`src/hdl/rx_seq_pkg.sv`:
```
// Register map, flag layout and widths of the channel driven by the receive sequencer
package rx_seq_pkg;
    localparam int ADDR_W = 2;
    localparam int DATA_W = 8;
    localparam int TARGET_W = 7;
    localparam int LEN_W = 8;
    localparam int RETRY_W = 4;
    // Register indices of the channel
    localparam logic [ADDR_W-1:0] CHANNEL_CONTROL_REG = 2'h0;
    localparam logic [ADDR_W-1:0] CHANNEL_FLAG_REG = 2'h1;
    localparam logic [ADDR_W-1:0] TRANSMIT_DATA_REG = 2'h2;
    localparam logic [ADDR_W-1:0] RECEIVE_DATA_REG = 2'h3;
    // Control bit positions
    localparam int START_REQUEST_BIT = 0;
    localparam int STOP_REQUEST_BIT = 1;
    localparam int NACK_REQUEST_BIT = 2;
    // Flag bit positions, flags clear on writing 1
    localparam int TX_BUFFER_EMPTY_BIT = 0;
    localparam int RX_BUFFER_FULL_BIT = 1;
    localparam int START_SEEN_BIT = 2;
    localparam int STOP_SEEN_BIT = 3;
    localparam int NACK_RECEIVED_BIT = 4;
    localparam int TRANSFER_END_BIT = 5;
    localparam int DIRECTION_BIT = 6;
    // Address byte direction value
    localparam logic DIR_READ = 1'h1;
    localparam logic [LEN_W-1:0] LEN_ONE = 8'h01;
    localparam logic [LEN_W-1:0] LEN_TWO = 8'h02;
    localparam logic [LEN_W-1:0] LEN_ZERO = 8'h00;
    localparam logic [RETRY_W-1:0] RETRY_ZERO = 4'h0;
    localparam logic [RETRY_W-1:0] RETRY_ONE = 4'h1;
endpackage

```
`src/hdl/reg_access.sv`:
```
// Single register read or write towards the channel, one at a time
`timescale 1ns/100ps
module reg_access #(
    parameter int ADDR_W = rx_seq_pkg::ADDR_W,
    parameter int DATA_W = rx_seq_pkg::DATA_W
) (
    // Clock and reset
    input wire logic clk_sys,
    input wire logic reset,
    // Request from the sequencer
    input wire logic go,
    input wire logic is_read,
    input wire logic [ADDR_W-1:0] addr,
    input wire logic [DATA_W-1:0] wdata,
    output logic done,
    output logic [DATA_W-1:0] rdata,
    // Channel register port
    output logic [ADDR_W-1:0] dev_addr,
    output logic [DATA_W-1:0] dev_wdata,
    output logic dev_wr,
    output logic dev_rd,
    input wire logic [DATA_W-1:0] dev_rdata,
    input wire logic dev_ack
);
    logic active_q;

    always_ff @(posedge clk_sys or posedge reset) begin
        if (reset) begin
            active_q <= 1'b0;
            dev_wr <= 1'b0;
            dev_rd <= 1'b0;
            dev_addr <= '0;
            dev_wdata <= '0;
            done <= 1'b0;
            rdata <= '0;
        end else begin
            done <= 1'b0;
            if (!active_q && go) begin
                active_q <= 1'b1;
                dev_addr <= addr;
                dev_wdata <= wdata;
                dev_wr <= !is_read;
                dev_rd <= is_read;
            end else if (active_q && dev_ack) begin
                // Strobe held until the channel answers
                active_q <= 1'b0;
                dev_wr <= 1'b0;
                dev_rd <= 1'b0;
                done <= 1'b1;
                rdata <= dev_rdata;
            end
        end
    end
endmodule

```
`src/hdl/byte_counter.sv`:
```
// Count of bytes still to be received
`timescale 1ns/100ps
module byte_counter #(
    parameter int LEN_W = rx_seq_pkg::LEN_W
) (
    // Clock and reset
    input wire logic clk_sys,
    input wire logic reset,
    // Control
    input wire logic load,
    input wire logic [LEN_W-1:0] len,
    input wire logic dec,
    // State
    output logic [LEN_W-1:0] remaining,
    output logic is_last,
    output logic is_next_last
);
    always_ff @(posedge clk_sys or posedge reset) begin
        if (reset) begin
            remaining <= '0;
        end else if (load) begin
            remaining <= len;
        end else if (dec && remaining != rx_seq_pkg::LEN_ZERO) begin
            remaining <= remaining - rx_seq_pkg::LEN_ONE;
        end
    end

    assign is_last = (remaining == rx_seq_pkg::LEN_ONE);
    assign is_next_last = (remaining == rx_seq_pkg::LEN_TWO);
endmodule

```
`src/hdl/i2c_receive_sequencer.sv`:
```
// Controller that runs master and slave receive sequences on the channel registers
`timescale 1ns/100ps
// Behaviour
// - Single-byte receive: request NACK before starting
// - After START, clear start-seen flag by 1
// - Load target address with READ bit one
// - On NACK clear flag, then request STOP
// - After NACK, retry with START or await STOP
// - Next-to-last byte in master: request NACK
// - Last master byte: read, then request STOP
// - Read every non-final byte, repeat until done
// - Clear stop-seen flag by writing 1
// - Slave: clear transfer-end flag by writing 1
// - Slave: request NACK before the final byte
// - After slave receive, repeated START rechecks direction
// - Slave STOP: clear flag, end sequence
module i2c_receive_sequencer #(
    parameter int ADDR_W = rx_seq_pkg::ADDR_W,
    parameter int DATA_W = rx_seq_pkg::DATA_W,
    parameter int LEN_W = rx_seq_pkg::LEN_W,
    parameter int RETRY_W = rx_seq_pkg::RETRY_W
) (
    // Clock and reset
    input wire logic clk_sys,
    input wire logic reset,
    // User command
    input wire logic cmd_go,
    input wire logic cmd_slave,
    input wire logic [rx_seq_pkg::TARGET_W-1:0] cmd_target,
    input wire logic [LEN_W-1:0] cmd_len,
    input wire logic [RETRY_W-1:0] cmd_retries,
    // User status
    output logic busy,
    output logic [DATA_W-1:0] rx_data,
    output logic rx_valid,
    output logic done,
    output logic nack_fail,
    output logic slave_send,
    // Channel register port
    output logic [ADDR_W-1:0] dev_addr,
    output logic [DATA_W-1:0] dev_wdata,
    output logic dev_wr,
    output logic dev_rd,
    input wire logic [DATA_W-1:0] dev_rdata,
    input wire logic dev_ack
);
    typedef enum logic [4:0] {
        IDLE, NACK_CFG, START_REQ, POLL_START, CLR_START, LOAD_ADDR, POLL_RX, CLR_NACK, STOP_NACK,
        NACK_REQ, READ_RX, STOP_REQ, POLL_STOP, CLR_STOP, FINISH,
        SL_POLL_START, SL_SEND, SL_CLR_START, SL_POLL_RX, SL_CLR_END, SL_POLL_END
    } state_t;

    state_t state_q;
    logic slave_q;
    logic [rx_seq_pkg::TARGET_W-1:0] target_q;
    logic [LEN_W-1:0] len_q;
    logic [RETRY_W-1:0] retry_q;
    logic op_go_q;
    logic op_wait_q;
    logic op_done;
    logic [DATA_W-1:0] op_rdata;
    logic op_read;
    logic [ADDR_W-1:0] op_addr;
    logic [DATA_W-1:0] op_wdata;
    logic cnt_load;
    logic cnt_dec;
    logic is_last;
    logic is_next_last;
    logic nack_armed_q;

    function automatic logic [DATA_W-1:0] bit_word(input int pos);
        bit_word = '0;
        bit_word[pos] = 1'b1;
    endfunction

    function automatic logic flag_set(input logic [DATA_W-1:0] word, input int pos);
        flag_set = word[pos];
    endfunction

    // Register access implied by each state
    always_comb begin
        op_read = 1'b1;
        op_addr = rx_seq_pkg::CHANNEL_FLAG_REG;
        op_wdata = '0;
        case (state_q)
            NACK_CFG, NACK_REQ: begin
                op_read = 1'b0;
                op_addr = rx_seq_pkg::CHANNEL_CONTROL_REG;
                op_wdata = bit_word(rx_seq_pkg::NACK_REQUEST_BIT);
            end
            START_REQ: begin
                op_read = 1'b0;
                op_addr = rx_seq_pkg::CHANNEL_CONTROL_REG;
                op_wdata = bit_word(rx_seq_pkg::START_REQUEST_BIT);
            end
            STOP_NACK, STOP_REQ: begin
                op_read = 1'b0;
                op_addr = rx_seq_pkg::CHANNEL_CONTROL_REG;
                op_wdata = bit_word(rx_seq_pkg::STOP_REQUEST_BIT);
            end
            CLR_START, SL_CLR_START, SL_SEND: begin
                op_read = 1'b0;
                op_wdata = bit_word(rx_seq_pkg::START_SEEN_BIT);
            end
            CLR_NACK: begin
                op_read = 1'b0;
                op_wdata = bit_word(rx_seq_pkg::NACK_RECEIVED_BIT);
            end
            CLR_STOP: begin
                op_read = 1'b0;
                op_wdata = bit_word(rx_seq_pkg::STOP_SEEN_BIT);
            end
            SL_CLR_END: begin
                op_read = 1'b0;
                op_wdata = bit_word(rx_seq_pkg::TRANSFER_END_BIT);
            end
            LOAD_ADDR: begin
                op_read = 1'b0;
                op_addr = rx_seq_pkg::TRANSMIT_DATA_REG;
                op_wdata = {target_q, rx_seq_pkg::DIR_READ};
            end
            READ_RX: begin
                op_addr = rx_seq_pkg::RECEIVE_DATA_REG;
            end
            default: begin
                op_read = 1'b1;
            end
        endcase
    end

    // One register access at a time, reissued after each answer while the state is not IDLE or FINISH
    always_ff @(posedge clk_sys or posedge reset) begin
        if (reset) begin
            op_go_q <= 1'b0;
            op_wait_q <= 1'b0;
        end else begin
            op_go_q <= 1'b0;
            if (op_done) begin
                op_wait_q <= 1'b0;
            end else if (!op_wait_q && state_q != IDLE && state_q != FINISH) begin
                op_go_q <= 1'b1;
                op_wait_q <= 1'b1;
            end
        end
    end

    assign cnt_load = (state_q == IDLE && cmd_go && cmd_len != rx_seq_pkg::LEN_ZERO)
        || (op_done && state_q == STOP_NACK)
        || (op_done && state_q == SL_POLL_END && flag_set(op_rdata, rx_seq_pkg::START_SEEN_BIT));
    assign cnt_dec = op_done && state_q == READ_RX;

    // Sequence control
    always_ff @(posedge clk_sys or posedge reset) begin
        if (reset) begin
            state_q <= IDLE;
            slave_q <= 1'b0;
            target_q <= '0;
            len_q <= '0;
            retry_q <= '0;
        end else begin
            case (state_q)
                IDLE: begin
                    if (cmd_go && cmd_len != rx_seq_pkg::LEN_ZERO) begin
                        slave_q <= cmd_slave;
                        target_q <= cmd_target;
                        len_q <= cmd_len;
                        retry_q <= cmd_retries;
                        if (cmd_len == rx_seq_pkg::LEN_ONE) begin
                            state_q <= NACK_CFG;
                        end else begin
                            state_q <= cmd_slave ? SL_POLL_START : START_REQ;
                        end
                    end
                end
                NACK_CFG: if (op_done) begin
                    state_q <= slave_q ? SL_POLL_START : START_REQ;
                end
                START_REQ: if (op_done) begin
                    state_q <= POLL_START;
                end
                POLL_START: if (op_done) begin
                    if (flag_set(op_rdata, rx_seq_pkg::START_SEEN_BIT)) begin
                        state_q <= CLR_START;
                    end else if (flag_set(op_rdata, rx_seq_pkg::TX_BUFFER_EMPTY_BIT)) begin
                        state_q <= LOAD_ADDR;
                    end
                end
                CLR_START: if (op_done) begin
                    state_q <= LOAD_ADDR;
                end
                LOAD_ADDR: if (op_done) begin
                    state_q <= POLL_RX;
                end
                POLL_RX: if (op_done) begin
                    if (flag_set(op_rdata, rx_seq_pkg::RX_BUFFER_FULL_BIT)) begin
                        state_q <= is_next_last ? NACK_REQ : READ_RX;
                    end else if (flag_set(op_rdata, rx_seq_pkg::NACK_RECEIVED_BIT)) begin
                        state_q <= CLR_NACK;
                    end
                end
                CLR_NACK: if (op_done) begin
                    state_q <= STOP_NACK;
                end
                STOP_NACK: if (op_done) begin
                    if (retry_q != rx_seq_pkg::RETRY_ZERO) begin
                        retry_q <= retry_q - rx_seq_pkg::RETRY_ONE;
                        state_q <= (len_q == rx_seq_pkg::LEN_ONE) ? NACK_CFG : START_REQ;
                    end else begin
                        state_q <= POLL_STOP;
                    end
                end
                NACK_REQ: if (op_done) begin
                    state_q <= READ_RX;
                end
                READ_RX: if (op_done) begin
                    if (is_last) begin
                        state_q <= slave_q ? SL_POLL_END : STOP_REQ;
                    end else begin
                        state_q <= slave_q ? SL_POLL_RX : POLL_RX;
                    end
                end
                STOP_REQ: if (op_done) begin
                    state_q <= POLL_STOP;
                end
                POLL_STOP: if (op_done && flag_set(op_rdata, rx_seq_pkg::STOP_SEEN_BIT)) begin
                    state_q <= CLR_STOP;
                end
                CLR_STOP: if (op_done) begin
                    state_q <= FINISH;
                end
                FINISH: begin
                    state_q <= IDLE;
                end
                SL_POLL_START: if (op_done && flag_set(op_rdata, rx_seq_pkg::START_SEEN_BIT)) begin
                    state_q <= flag_set(op_rdata, rx_seq_pkg::DIRECTION_BIT) ? SL_SEND : SL_CLR_START;
                end
                SL_SEND: if (op_done) begin
                    state_q <= FINISH;
                end
                SL_CLR_START: if (op_done) begin
                    state_q <= SL_POLL_RX;
                end
                SL_POLL_RX: if (op_done) begin
                    if (flag_set(op_rdata, rx_seq_pkg::RX_BUFFER_FULL_BIT)) begin
                        state_q <= is_next_last ? NACK_REQ : READ_RX;
                    end else if (flag_set(op_rdata, rx_seq_pkg::TRANSFER_END_BIT)) begin
                        state_q <= SL_CLR_END;
                    end
                end
                SL_CLR_END: if (op_done) begin
                    state_q <= SL_POLL_RX;
                end
                SL_POLL_END: if (op_done) begin
                    if (flag_set(op_rdata, rx_seq_pkg::STOP_SEEN_BIT)) begin
                        state_q <= CLR_STOP;
                    end else if (flag_set(op_rdata, rx_seq_pkg::START_SEEN_BIT)) begin
                        state_q <= SL_POLL_START;
                    end
                end
                default: begin
                    state_q <= IDLE;
                end
            endcase
        end
    end

    // User status outputs
    always_ff @(posedge clk_sys or posedge reset) begin
        if (reset) begin
            busy <= 1'b0;
            rx_data <= '0;
            rx_valid <= 1'b0;
            done <= 1'b0;
            nack_fail <= 1'b0;
            slave_send <= 1'b0;
        end else begin
            rx_valid <= cnt_dec;
            if (cnt_dec) begin
                rx_data <= op_rdata;
            end
            done <= (state_q == FINISH);
            busy <= (state_q != FINISH) && (state_q != IDLE || (cmd_go && cmd_len != rx_seq_pkg::LEN_ZERO));
            if (state_q == IDLE && cmd_go) begin
                nack_fail <= 1'b0;
                slave_send <= 1'b0;
            end else if (op_done && state_q == STOP_NACK && retry_q == rx_seq_pkg::RETRY_ZERO) begin
                nack_fail <= 1'b1;
            end else if (op_done && state_q == SL_SEND) begin
                slave_send <= 1'b1;
            end
        end
    end

    // Whether the NACK_CFG request was written in this sequence
    always_ff @(posedge clk_sys or posedge reset) begin
        if (reset) begin
            nack_armed_q <= 1'b0;
        end else if (state_q == IDLE) begin
            nack_armed_q <= 1'b0;
        end else if (op_done && state_q == NACK_CFG) begin
            nack_armed_q <= 1'b1;
        end
    end

    reg_access #(.ADDR_W(ADDR_W), .DATA_W(DATA_W)) u_access (
        .clk_sys(clk_sys),
        .reset(reset),
        .go(op_go_q),
        .is_read(op_read),
        .addr(op_addr),
        .wdata(op_wdata),
        .done(op_done),
        .rdata(op_rdata),
        .dev_addr(dev_addr),
        .dev_wdata(dev_wdata),
        .dev_wr(dev_wr),
        .dev_rd(dev_rd),
        .dev_rdata(dev_rdata),
        .dev_ack(dev_ack)
    );

    byte_counter #(.LEN_W(LEN_W)) u_count (
        .clk_sys(clk_sys),
        .reset(reset),
        .load(cnt_load),
        .len(cmd_go && state_q == IDLE ? cmd_len : len_q),
        .dec(cnt_dec),
        .remaining(),
        .is_last(is_last),
        .is_next_last(is_next_last)
    );

    property p_single_nack;
        @(posedge clk_sys) disable iff (reset)
        (state_q == START_REQ && op_go_q && len_q == rx_seq_pkg::LEN_ONE) |-> nack_armed_q;
    endproperty
    a_single_nack: assert property (p_single_nack) else $error("start without nack for one byte");

    property p_addr_read;
        @(posedge clk_sys) disable iff (reset)
        (dev_wr && dev_addr == rx_seq_pkg::TRANSMIT_DATA_REG) |-> (dev_wdata == {target_q, rx_seq_pkg::DIR_READ});
    endproperty
    a_addr_read: assert property (p_addr_read) else $error("bad address byte");

    property p_start_clear;
        @(posedge clk_sys) disable iff (reset)
        (state_q == POLL_START && op_done && op_rdata[rx_seq_pkg::START_SEEN_BIT]) |=> state_q == CLR_START ##1
        (op_go_q && dev_wdata == '0) ##1 (dev_wr && dev_wdata == bit_word(rx_seq_pkg::START_SEEN_BIT));
    endproperty
    a_start_clear: assert property (p_start_clear) else $error("start flag not cleared");

    property p_nack_stop;
        @(posedge clk_sys) disable iff (reset)
        (state_q == CLR_NACK && op_done) |=> (state_q == STOP_NACK) ##2
        (dev_wr && dev_addr == rx_seq_pkg::CHANNEL_CONTROL_REG && dev_wdata[rx_seq_pkg::STOP_REQUEST_BIT]);
    endproperty
    a_nack_stop: assert property (p_nack_stop) else $error("no stop after nack");

    property p_retry;
        @(posedge clk_sys) disable iff (reset)
        (state_q == STOP_NACK && op_done) |=> (retry_q != $past(retry_q)) == (state_q != POLL_STOP);
    endproperty
    a_retry: assert property (p_retry) else $error("retry decision wrong");

    property p_next_last;
        @(posedge clk_sys) disable iff (reset)
        (op_done && (state_q == POLL_RX || state_q == SL_POLL_RX) && op_rdata[rx_seq_pkg::RX_BUFFER_FULL_BIT])
        |=> (state_q == NACK_REQ) == $past(is_next_last);
    endproperty
    a_next_last: assert property (p_next_last) else $error("nack request misplaced");

    property p_last_stop;
        @(posedge clk_sys) disable iff (reset)
        (state_q == READ_RX && op_done && is_last && !slave_q) |=> state_q == STOP_REQ ##0 rx_valid;
    endproperty
    a_last_stop: assert property (p_last_stop) else $error("last byte not followed by stop");

    property p_read_each;
        @(posedge clk_sys) disable iff (reset)
        (state_q == READ_RX && op_done) |=> rx_valid && rx_data == $past(op_rdata);
    endproperty
    a_read_each: assert property (p_read_each) else $error("received byte not delivered");

    property p_stop_clear;
        @(posedge clk_sys) disable iff (reset)
        (op_done && (state_q == POLL_STOP || state_q == SL_POLL_END) && op_rdata[rx_seq_pkg::STOP_SEEN_BIT])
        |=> state_q == CLR_STOP;
    endproperty
    a_stop_clear: assert property (p_stop_clear) else $error("stop flag not cleared");

    property p_end_clear;
        @(posedge clk_sys) disable iff (reset)
        (state_q == SL_POLL_RX && op_done && !op_rdata[rx_seq_pkg::RX_BUFFER_FULL_BIT]
        && op_rdata[rx_seq_pkg::TRANSFER_END_BIT]) |=> state_q == SL_CLR_END;
    endproperty
    a_end_clear: assert property (p_end_clear) else $error("transfer end flag not cleared");

    property p_restart_dir;
        @(posedge clk_sys) disable iff (reset)
        (state_q == SL_POLL_END && op_done && !op_rdata[rx_seq_pkg::STOP_SEEN_BIT]
        && op_rdata[rx_seq_pkg::START_SEEN_BIT]) |=> state_q == SL_POLL_START;
    endproperty
    a_restart_dir: assert property (p_restart_dir) else $error("direction not rechecked");
endmodule

```
`config.mk`:
```
export PLATFORM = sky130hd
export DESIGN_NAME = i2c_receive_sequencer
export DESIGN_NICKNAME = d
export VERILOG_FILES = /design/src/hdl/rx_seq_pkg.sv /design/src/hdl/reg_access.sv /design/src/hdl/byte_counter.sv /design/src/hdl/i2c_receive_sequencer.sv
export SDC_FILE = /design/constraint.sdc
export NUM_CORES = 1
export LEC_CHECK = 0
export ABC_AREA = 1
export ABC_CLOCK_PERIOD_IN_PS = 2280
export CORE_ASPECT_RATIO = 1.2
export CORE_MARGIN = 3
export CORE_UTILIZATION = 50
export CTS_CLUSTER_DIAMETER = 80
export DETAILED_ROUTE_END_ITERATION = 10
export DONT_BUFFER_PORTS = 1
export GPL_TIMING_DRIVEN = 0
export PLACE_DENSITY = 0.66
export SKIP_CTS_REPAIR_TIMING = 1
export SYNTH_ARGS = -nofsm -noshare
export SYNTH_HDL_FRONTEND = slang
export SYNTH_SLANG_ARGS = --single-unit
export TNS_END_PERCENT = 100
```
`constraint.sdc`:
```
create_clock -name clk_sys -period 2.28 [get_ports clk_sys]
set_input_delay 0.342 -clock clk_sys [delete_from_list [all_inputs] [get_ports clk_sys]]
set_output_delay 0.342 -clock clk_sys [all_outputs]
set_load 0.005 [all_outputs]
```
* Yosys cells after proc, flatten, opt, wreduce, memory -nomap -nowiden
Cells that the tools add are included.
Cells by class: $add $sub $neg 2, eq/ne operators 49, muxes and demuxes 62, bitwise operators 1, reductions and logical operators 45
Operators by type and width (count):
- $mux 5 | 29
- $pmux 5 s18 | 1
- $pmux 8 s7 | 1
- $eq 5x4->1 const B | 8
- $ne 2x1->1 const B | 15
- $mux 4 | 7
- $eq 5x5->1 const B | 5
- $eq 8x1->1 const B | 3
- $mux 8 | 3
- $reduce_and 22->1 | 1
- $eq 5x3->1 const B | 4
- $logic_and 1x1->1 | 17
- $mux 1 | 17
- $reduce_bool 8->1 | 2
- $ne 3x1->1 const B | 4
- $reduce_bool 2->1 | 6
- $reduce_or 12->1 | 1
- $eq 5x2->1 const B | 2
- $ne 2x2->1 const B | 5
- $reduce_or 5->1 | 2
- $eq 8x2->1 const B | 1
- $pmux 4 s2 | 1
- $sub 8x1->8 const B | 1
- $pmux 2 s3 | 1
- other kinds (14) | 22
Word-level totals: register bits after elaboration 70, input port bits 32, output and inout port bits 25, word-level logic and storage cells 180

* Longest topological paths before layout
word-level depth 6, depth in mapped cells 12, gate-level depth less buffers 12

* By module
A second synthesis with hierarchy kept.
Second synthesis, totals: cell total of the unflattened synthesis 585, area, all modules 4349.2 µm²
By module, submodules not included:
- i2c_receive_sequencer | instances 1, cells each 390, area each 2829.0 µm², seq. area each 1001.0 µm²
- reg_access | instances 1, cells each 94, area each 850.8 µm², seq. area each 550.5 µm²
- byte_counter | instances 1, cells each 101, area each 669.4 µm², seq. area each 200.2 µm²

* Worst setup path before layout
Ideal clock, no wire load.
path kind register to register, from register state_q[1], to register u_count.remaining[0], setup time 0.120 ns, data arrival time 1.416 ns, data required time 2.160 ns, slack 0.743 ns, cell stages (with the launch flop) 12, path buffers 1, clock period less this slack 1.537 ns, cells stage by stage dfrtp_1 -> buf_6 -> nor2_8 -> nand2_4 -> nor2_8 -> nand2_4 -> nor2_8 -> nor2_4 -> nand2_4 -> nand2_1 -> o21ai_1 -> nand2_1
Between the ends: cells in the longest elaborated chain, start to end 6, elaborated cells between the ends (all ways) 16, those cells by class eq/ne (3); mux (2); reduce/logical (11)
Ends and longest elaborated chain:
- start, declared | RTL line i2c_receive_sequencer.sv:53 | state_t state_q;
- start signal, assigned | RTL line i2c_receive_sequencer.sv:171 | state_q <= cmd_slave ? SL_POLL_START : START_REQ;
- start signal, assigned | RTL line i2c_receive_sequencer.sv:176 | state_q <= slave_q ? SL_POLL_START : START_REQ;
- start signal, assigned | RTL line i2c_receive_sequencer.sv:196 | state_q <= is_next_last ? NACK_REQ : READ_RX;
- $logic_not 5->1 | RTL line i2c_receive_sequencer.sv:147, i2c_receive_sequencer.sv:326
- $logic_and 1x1->1 | RTL line i2c_receive_sequencer.sv:147, i2c_receive_sequencer.sv:326
- $logic_and 1x1->1 | RTL line i2c_receive_sequencer.sv:147 | assign cnt_load = (state_q == IDLE && cmd_go && cmd_len != rx_seq_pkg::LEN_ZERO)
- $logic_or 1x1->1 | RTL line i2c_receive_sequencer.sv:148 | || (op_done && state_q == STOP_NACK)
- $logic_or 1x1->1 | RTL line i2c_receive_sequencer.sv:149 | || (op_done && state_q == SL_POLL_END && flag_set(op_rdata, rx_seq_pkg::START_SEEN_BIT));
- $mux 8 / $reduce_bool 2->1 (equally long branches)
- end signal, assigned | RTL line byte_counter.sv:22 | remaining <= len;
- end signal, assigned | RTL line byte_counter.sv:24 | remaining <= remaining - rx_seq_pkg::LEN_ONE;
- end, declared | RTL line byte_counter.sv:14 | output logic [LEN_W-1:0] remaining,
Parallel ways exist; a longest one is shown, timed or not. A chain may end at the register's enable or synchronous reset.

* Final worst setup path
from register retry_q[0], to register retry_q[2]
Between the ends: cells in the longest elaborated chain, start to end 4, elaborated cells between the ends (all ways) 7, those cells by class add/sub (1); eq/ne (1); mux (3); reduce/logical (2)
Ends and longest elaborated chain:
- start, declared | RTL line i2c_receive_sequencer.sv:57 | logic [RETRY_W-1:0] retry_q;
- start signal, assigned | RTL line i2c_receive_sequencer.sv:167 | retry_q <= cmd_retries;
- start signal, assigned | RTL line i2c_receive_sequencer.sv:206 | retry_q <= retry_q - rx_seq_pkg::RETRY_ONE;
- $sub 4x1->4 | RTL line i2c_receive_sequencer.sv:206
- $mux 4 | RTL line i2c_receive_sequencer.sv:205 | if (retry_q != rx_seq_pkg::RETRY_ZERO) begin
- $mux 4 | RTL line i2c_receive_sequencer.sv:204 | STOP_NACK: if (op_done) begin
- $pmux 4 s2 | RTL line i2c_receive_sequencer.sv:161 | case (state_q)
Parallel ways exist; a longest one is shown, timed or not. The select of a mux whose other input is x is not followed.

==> flow_metrics.tcl <==
set metrics [dict create \
    die_y_um 104 \
    rsz0062_at_grt "no" \
    relSlewSlack_pct 43.0 \
    stdcell_area_sq_mm 0.00431 \
    drv_slew 0 \
    tightest_slew_ns 0.854 \
    synth_warnings 0 \
    grt_pass1_wl_um 15800 \
    synth_top_cell_area_share_pct 43.7 \
    synth_top_area_cell "dfrtp_1" \
    route.detailed.drc 0 \
    busiest_layer "met2" \
    grt_use_met1_pct 28.6 \
    routedWlPerCell_um 15.0 \
    holdWs_ns 0.0352 \
    ios 57 \
    seq_area_frac_synth_pct 43.7 \
    track_usage_pct 22.1 \
    port_buffers 0 \
    min_period_over_period_pct 82.1 \
    crit_path_start_kind "flop" \
    yosysUniqueCellTypes 36 \
    antenna_left 0 \
    root_buffer "clkbuf_8" \
    reg2reg_depth 8 \
    drive_gt1_share_pct 11.8 \
    die_x_um 87.7 \
    synthToLayoutAreaGrowth_pct 7.68 \
    antenna_found_initial 0 \
    cp_data_required_time_ns 2.54 \
    skew_ns 0.0118 \
    critPathSlowestCell "dfrtp_1" \
    maxCapViolations 0 \
    synth.net_count 565 \
    core_sq_mm 0.00775 \
    drt_first_pass_iters 5 \
    drt_iter0_drc 211 \
    cts_made_buffers 9 \
    crit_type "reg -> reg" \
    pwr_density_cell_mw_per_mm2 1420 \
    synth_seq_cells 70 \
    htreeDepth 3 \
    outcome "finished clean" \
    crit_top_cell "nand2_1" \
    max_stage_delay_ns 0.40 \
    cts_tree "done" \
    path_max_fanout 8 \
    timing.fmax_mhz 534 \
    finalSetupViolations 0 \
    gp_congestion 0.917 \
    worstPathArrival_ns 2.14 \
    use_met2_pct 36.4 \
    vias 3377 \
    grt_pass1_vias 3234 \
    clk_pin_slew_worst_paths_ns 0.08 \
    cts.path.max_buffers 2 \
    dieArea_sq_mm 0.00913 \
    dp_hpwl_um 7190 \
    viasPerCell 5.33 \
    cp-end-kind "flop" \
    min_period_ns 1.87 \
    synth_area_sq_mm 0.00401 \
    grt_overflow 0 \
    max-vdd-ir-drop_mv 0.680 \
    start_util_pct 51.7 \
    hold_path.class "in -> async" \
    dpl-instance-area_sq_mm 0.00412 \
    finalHoldViolations 0 \
    synthTopCellsByArea "dfrtp_1 (44%), nand2_1 (15%), o21ai_0 (6.2%)" \
    insertion_delay_ns 0.35 \
    grt_max_degree 71 \
    num_rows 35 \
    nets 576 \
    p_leak_nw 2.20 \
    syn_avg_cell_area_sq_um 7.62 \
    synthCells 526 \
    path_cells "inv_1, ha_1, nand2_1, nor2_1, nor2_2, o221ai_2, nand2_1, o21ai_1" \
    diodes 0 \
    grt_use_met3_pct 5.86 \
    cts.sinks 70 \
    drt-total-wl_um 9540 \
]
-- per-layer routing --
metal,part of all wire (%),routed length [um]
met1,44,4230
met2,49,4670
met3,5.4,511
met4,1.4,130
met5,0,0
-- flip-flops by register name, indices dropped and copies added (netlist names) --
register            count
rx_data                 8
busy                    1
retry_q                 4
u_count.remaining       8
u_access.dev_wdata      8
u_access.done           1
state_q                 5
u_access.dev_addr       2
target_q                7
nack_fail               1
slave_q                 1
op_go_q                 1
op_wait_q               1
u_access.dev_rd         1
done                    1
len_q                   8
u_access.dev_wr         1
slave_send              1
u_access.rdata          8
u_access.active_q       1
rx_valid                1
-- where the power goes --
part | switching (mW) | total, mW | internal, mW
Sequential | 0.381 | 2.16 | 1.78
Clock | 0.500 | 1.01 | 0.508
Combinational | 1.95 | 2.94 | 0.991
Total | 2.83 | 6.11 | 3.28
-- cells by family after synthesis --
family          share of synthesized area, %
compound gates                          10.3
xor+xnor                               0.875
fa+ha+maj                               2.19
buf+inv                                 7.71
flops                                   43.7
simple gates                            35.2
-- cells in the final DEF, fill, tap and decap left out, types with 2 or more instances in the layout --
cell type   count
ha_1            7
o22ai_1         3
a21oi_1         6
nand4_1         2
inv_6           2
nor2_8          3
nor2_2          9
buf_4           3
nor2_4          8
nor2_1         61
o21ai_1         5
o2111ai_1       2
buf_6           3
nand2_1       163
inv_1          55
nand2_4         8
o21ai_0        50
dfrtp_1        70
nand3_1        32
nand3_2         3
a31oi_1         3
clkinvlp_4      2
xnor2_1         3
clkbuf_1        5
nand2_2         4
inv_2           5
clkbuf_8        9
o211ai_1        3
-- critical path: cells and delay by family, from the launching register on --
kind,cells,cell delay (ns)
flops,1,0.40
buf+inv,1,0.11
compound gates,2,0.49
simple gates,4,0.60
fa+ha+maj,1,0.19
-- stage by stage --
stage               setup TNS [ns]  power (mW)  utilization [%]  setup slack, ns  cells
finish                           0        6.11             55.7            0.408    634
detailed placement               0        5.12             53.2            0.428    618
global route                     0        6.65             55.7            0.221    634
floorplan                        0        4.43                -            0.170    526
CTS                              0        6.13             55.7            0.404    634
global placement            -42.22        5.05             53.2           -0.608    618
-- path summary, 6_finish.rpt --
path	end	slack [ns]	from
worst max-delay path	retry_q[2]$_DFFE_PP0P_	0.41	retry_q[0]$_DFFE_PP0P_
worst min-delay path	done$_DFF_PP0_	0.04	reset
worst max register to register	retry_q[2]$_DFFE_PP0P_	0.41	retry_q[0]$_DFFE_PP0P_
worst min register to register	op_go_q$_DFF_PP0_	0.44	op_wait_q$_DFFE_PP0P_
max in group asynchronous	rx_data[2]$_DFFE_PP0P_	1.68	reset
min in group clk_sys	u_access.active_q$_DFFE_PP0P_	0.09	dev_ack
-- final cells by class --
type / count / area (sq um)
well taps: 92 / 115
plain buffers: 9 / 67.6
clock inverters: 5 / 58.8
inverters: 63 / 244
flip-flops and latches: 70 / 1750
multi-input cells: 384 / 1950
fillers: 765 / 3440
clock buffers: 11 / 131
-- synthesized netlist by cell type --
cell and number:
xor2_1 1, dfrtp_1 70, clkinv_1 1, o221ai_2 1, nand4_1 2, xnor2_1 3, nand3_2 3, nor2_4 8
nor2_8 3, inv_1 56, buf_4 3, a22oi_1 1, nand2_4 8, and2_1 1, nor3_1 1, inv_6 1
inv_2 5, o22ai_1 3, a21oi_1 6, nand3b_1 1, nor2_2 9, o41ai_1 1, nand3_1 32, o21ai_0 50
nor3b_1 1, a31oi_1 3, nand2_2 4, ha_1 7, nand3_4 1, nor2_1 61, o2111ai_1 2, nand2_1 163
buf_6 3, clkbuf_1 3, o211ai_1 3, o21ai_1 5
Power figures use the tool's default switching activity.
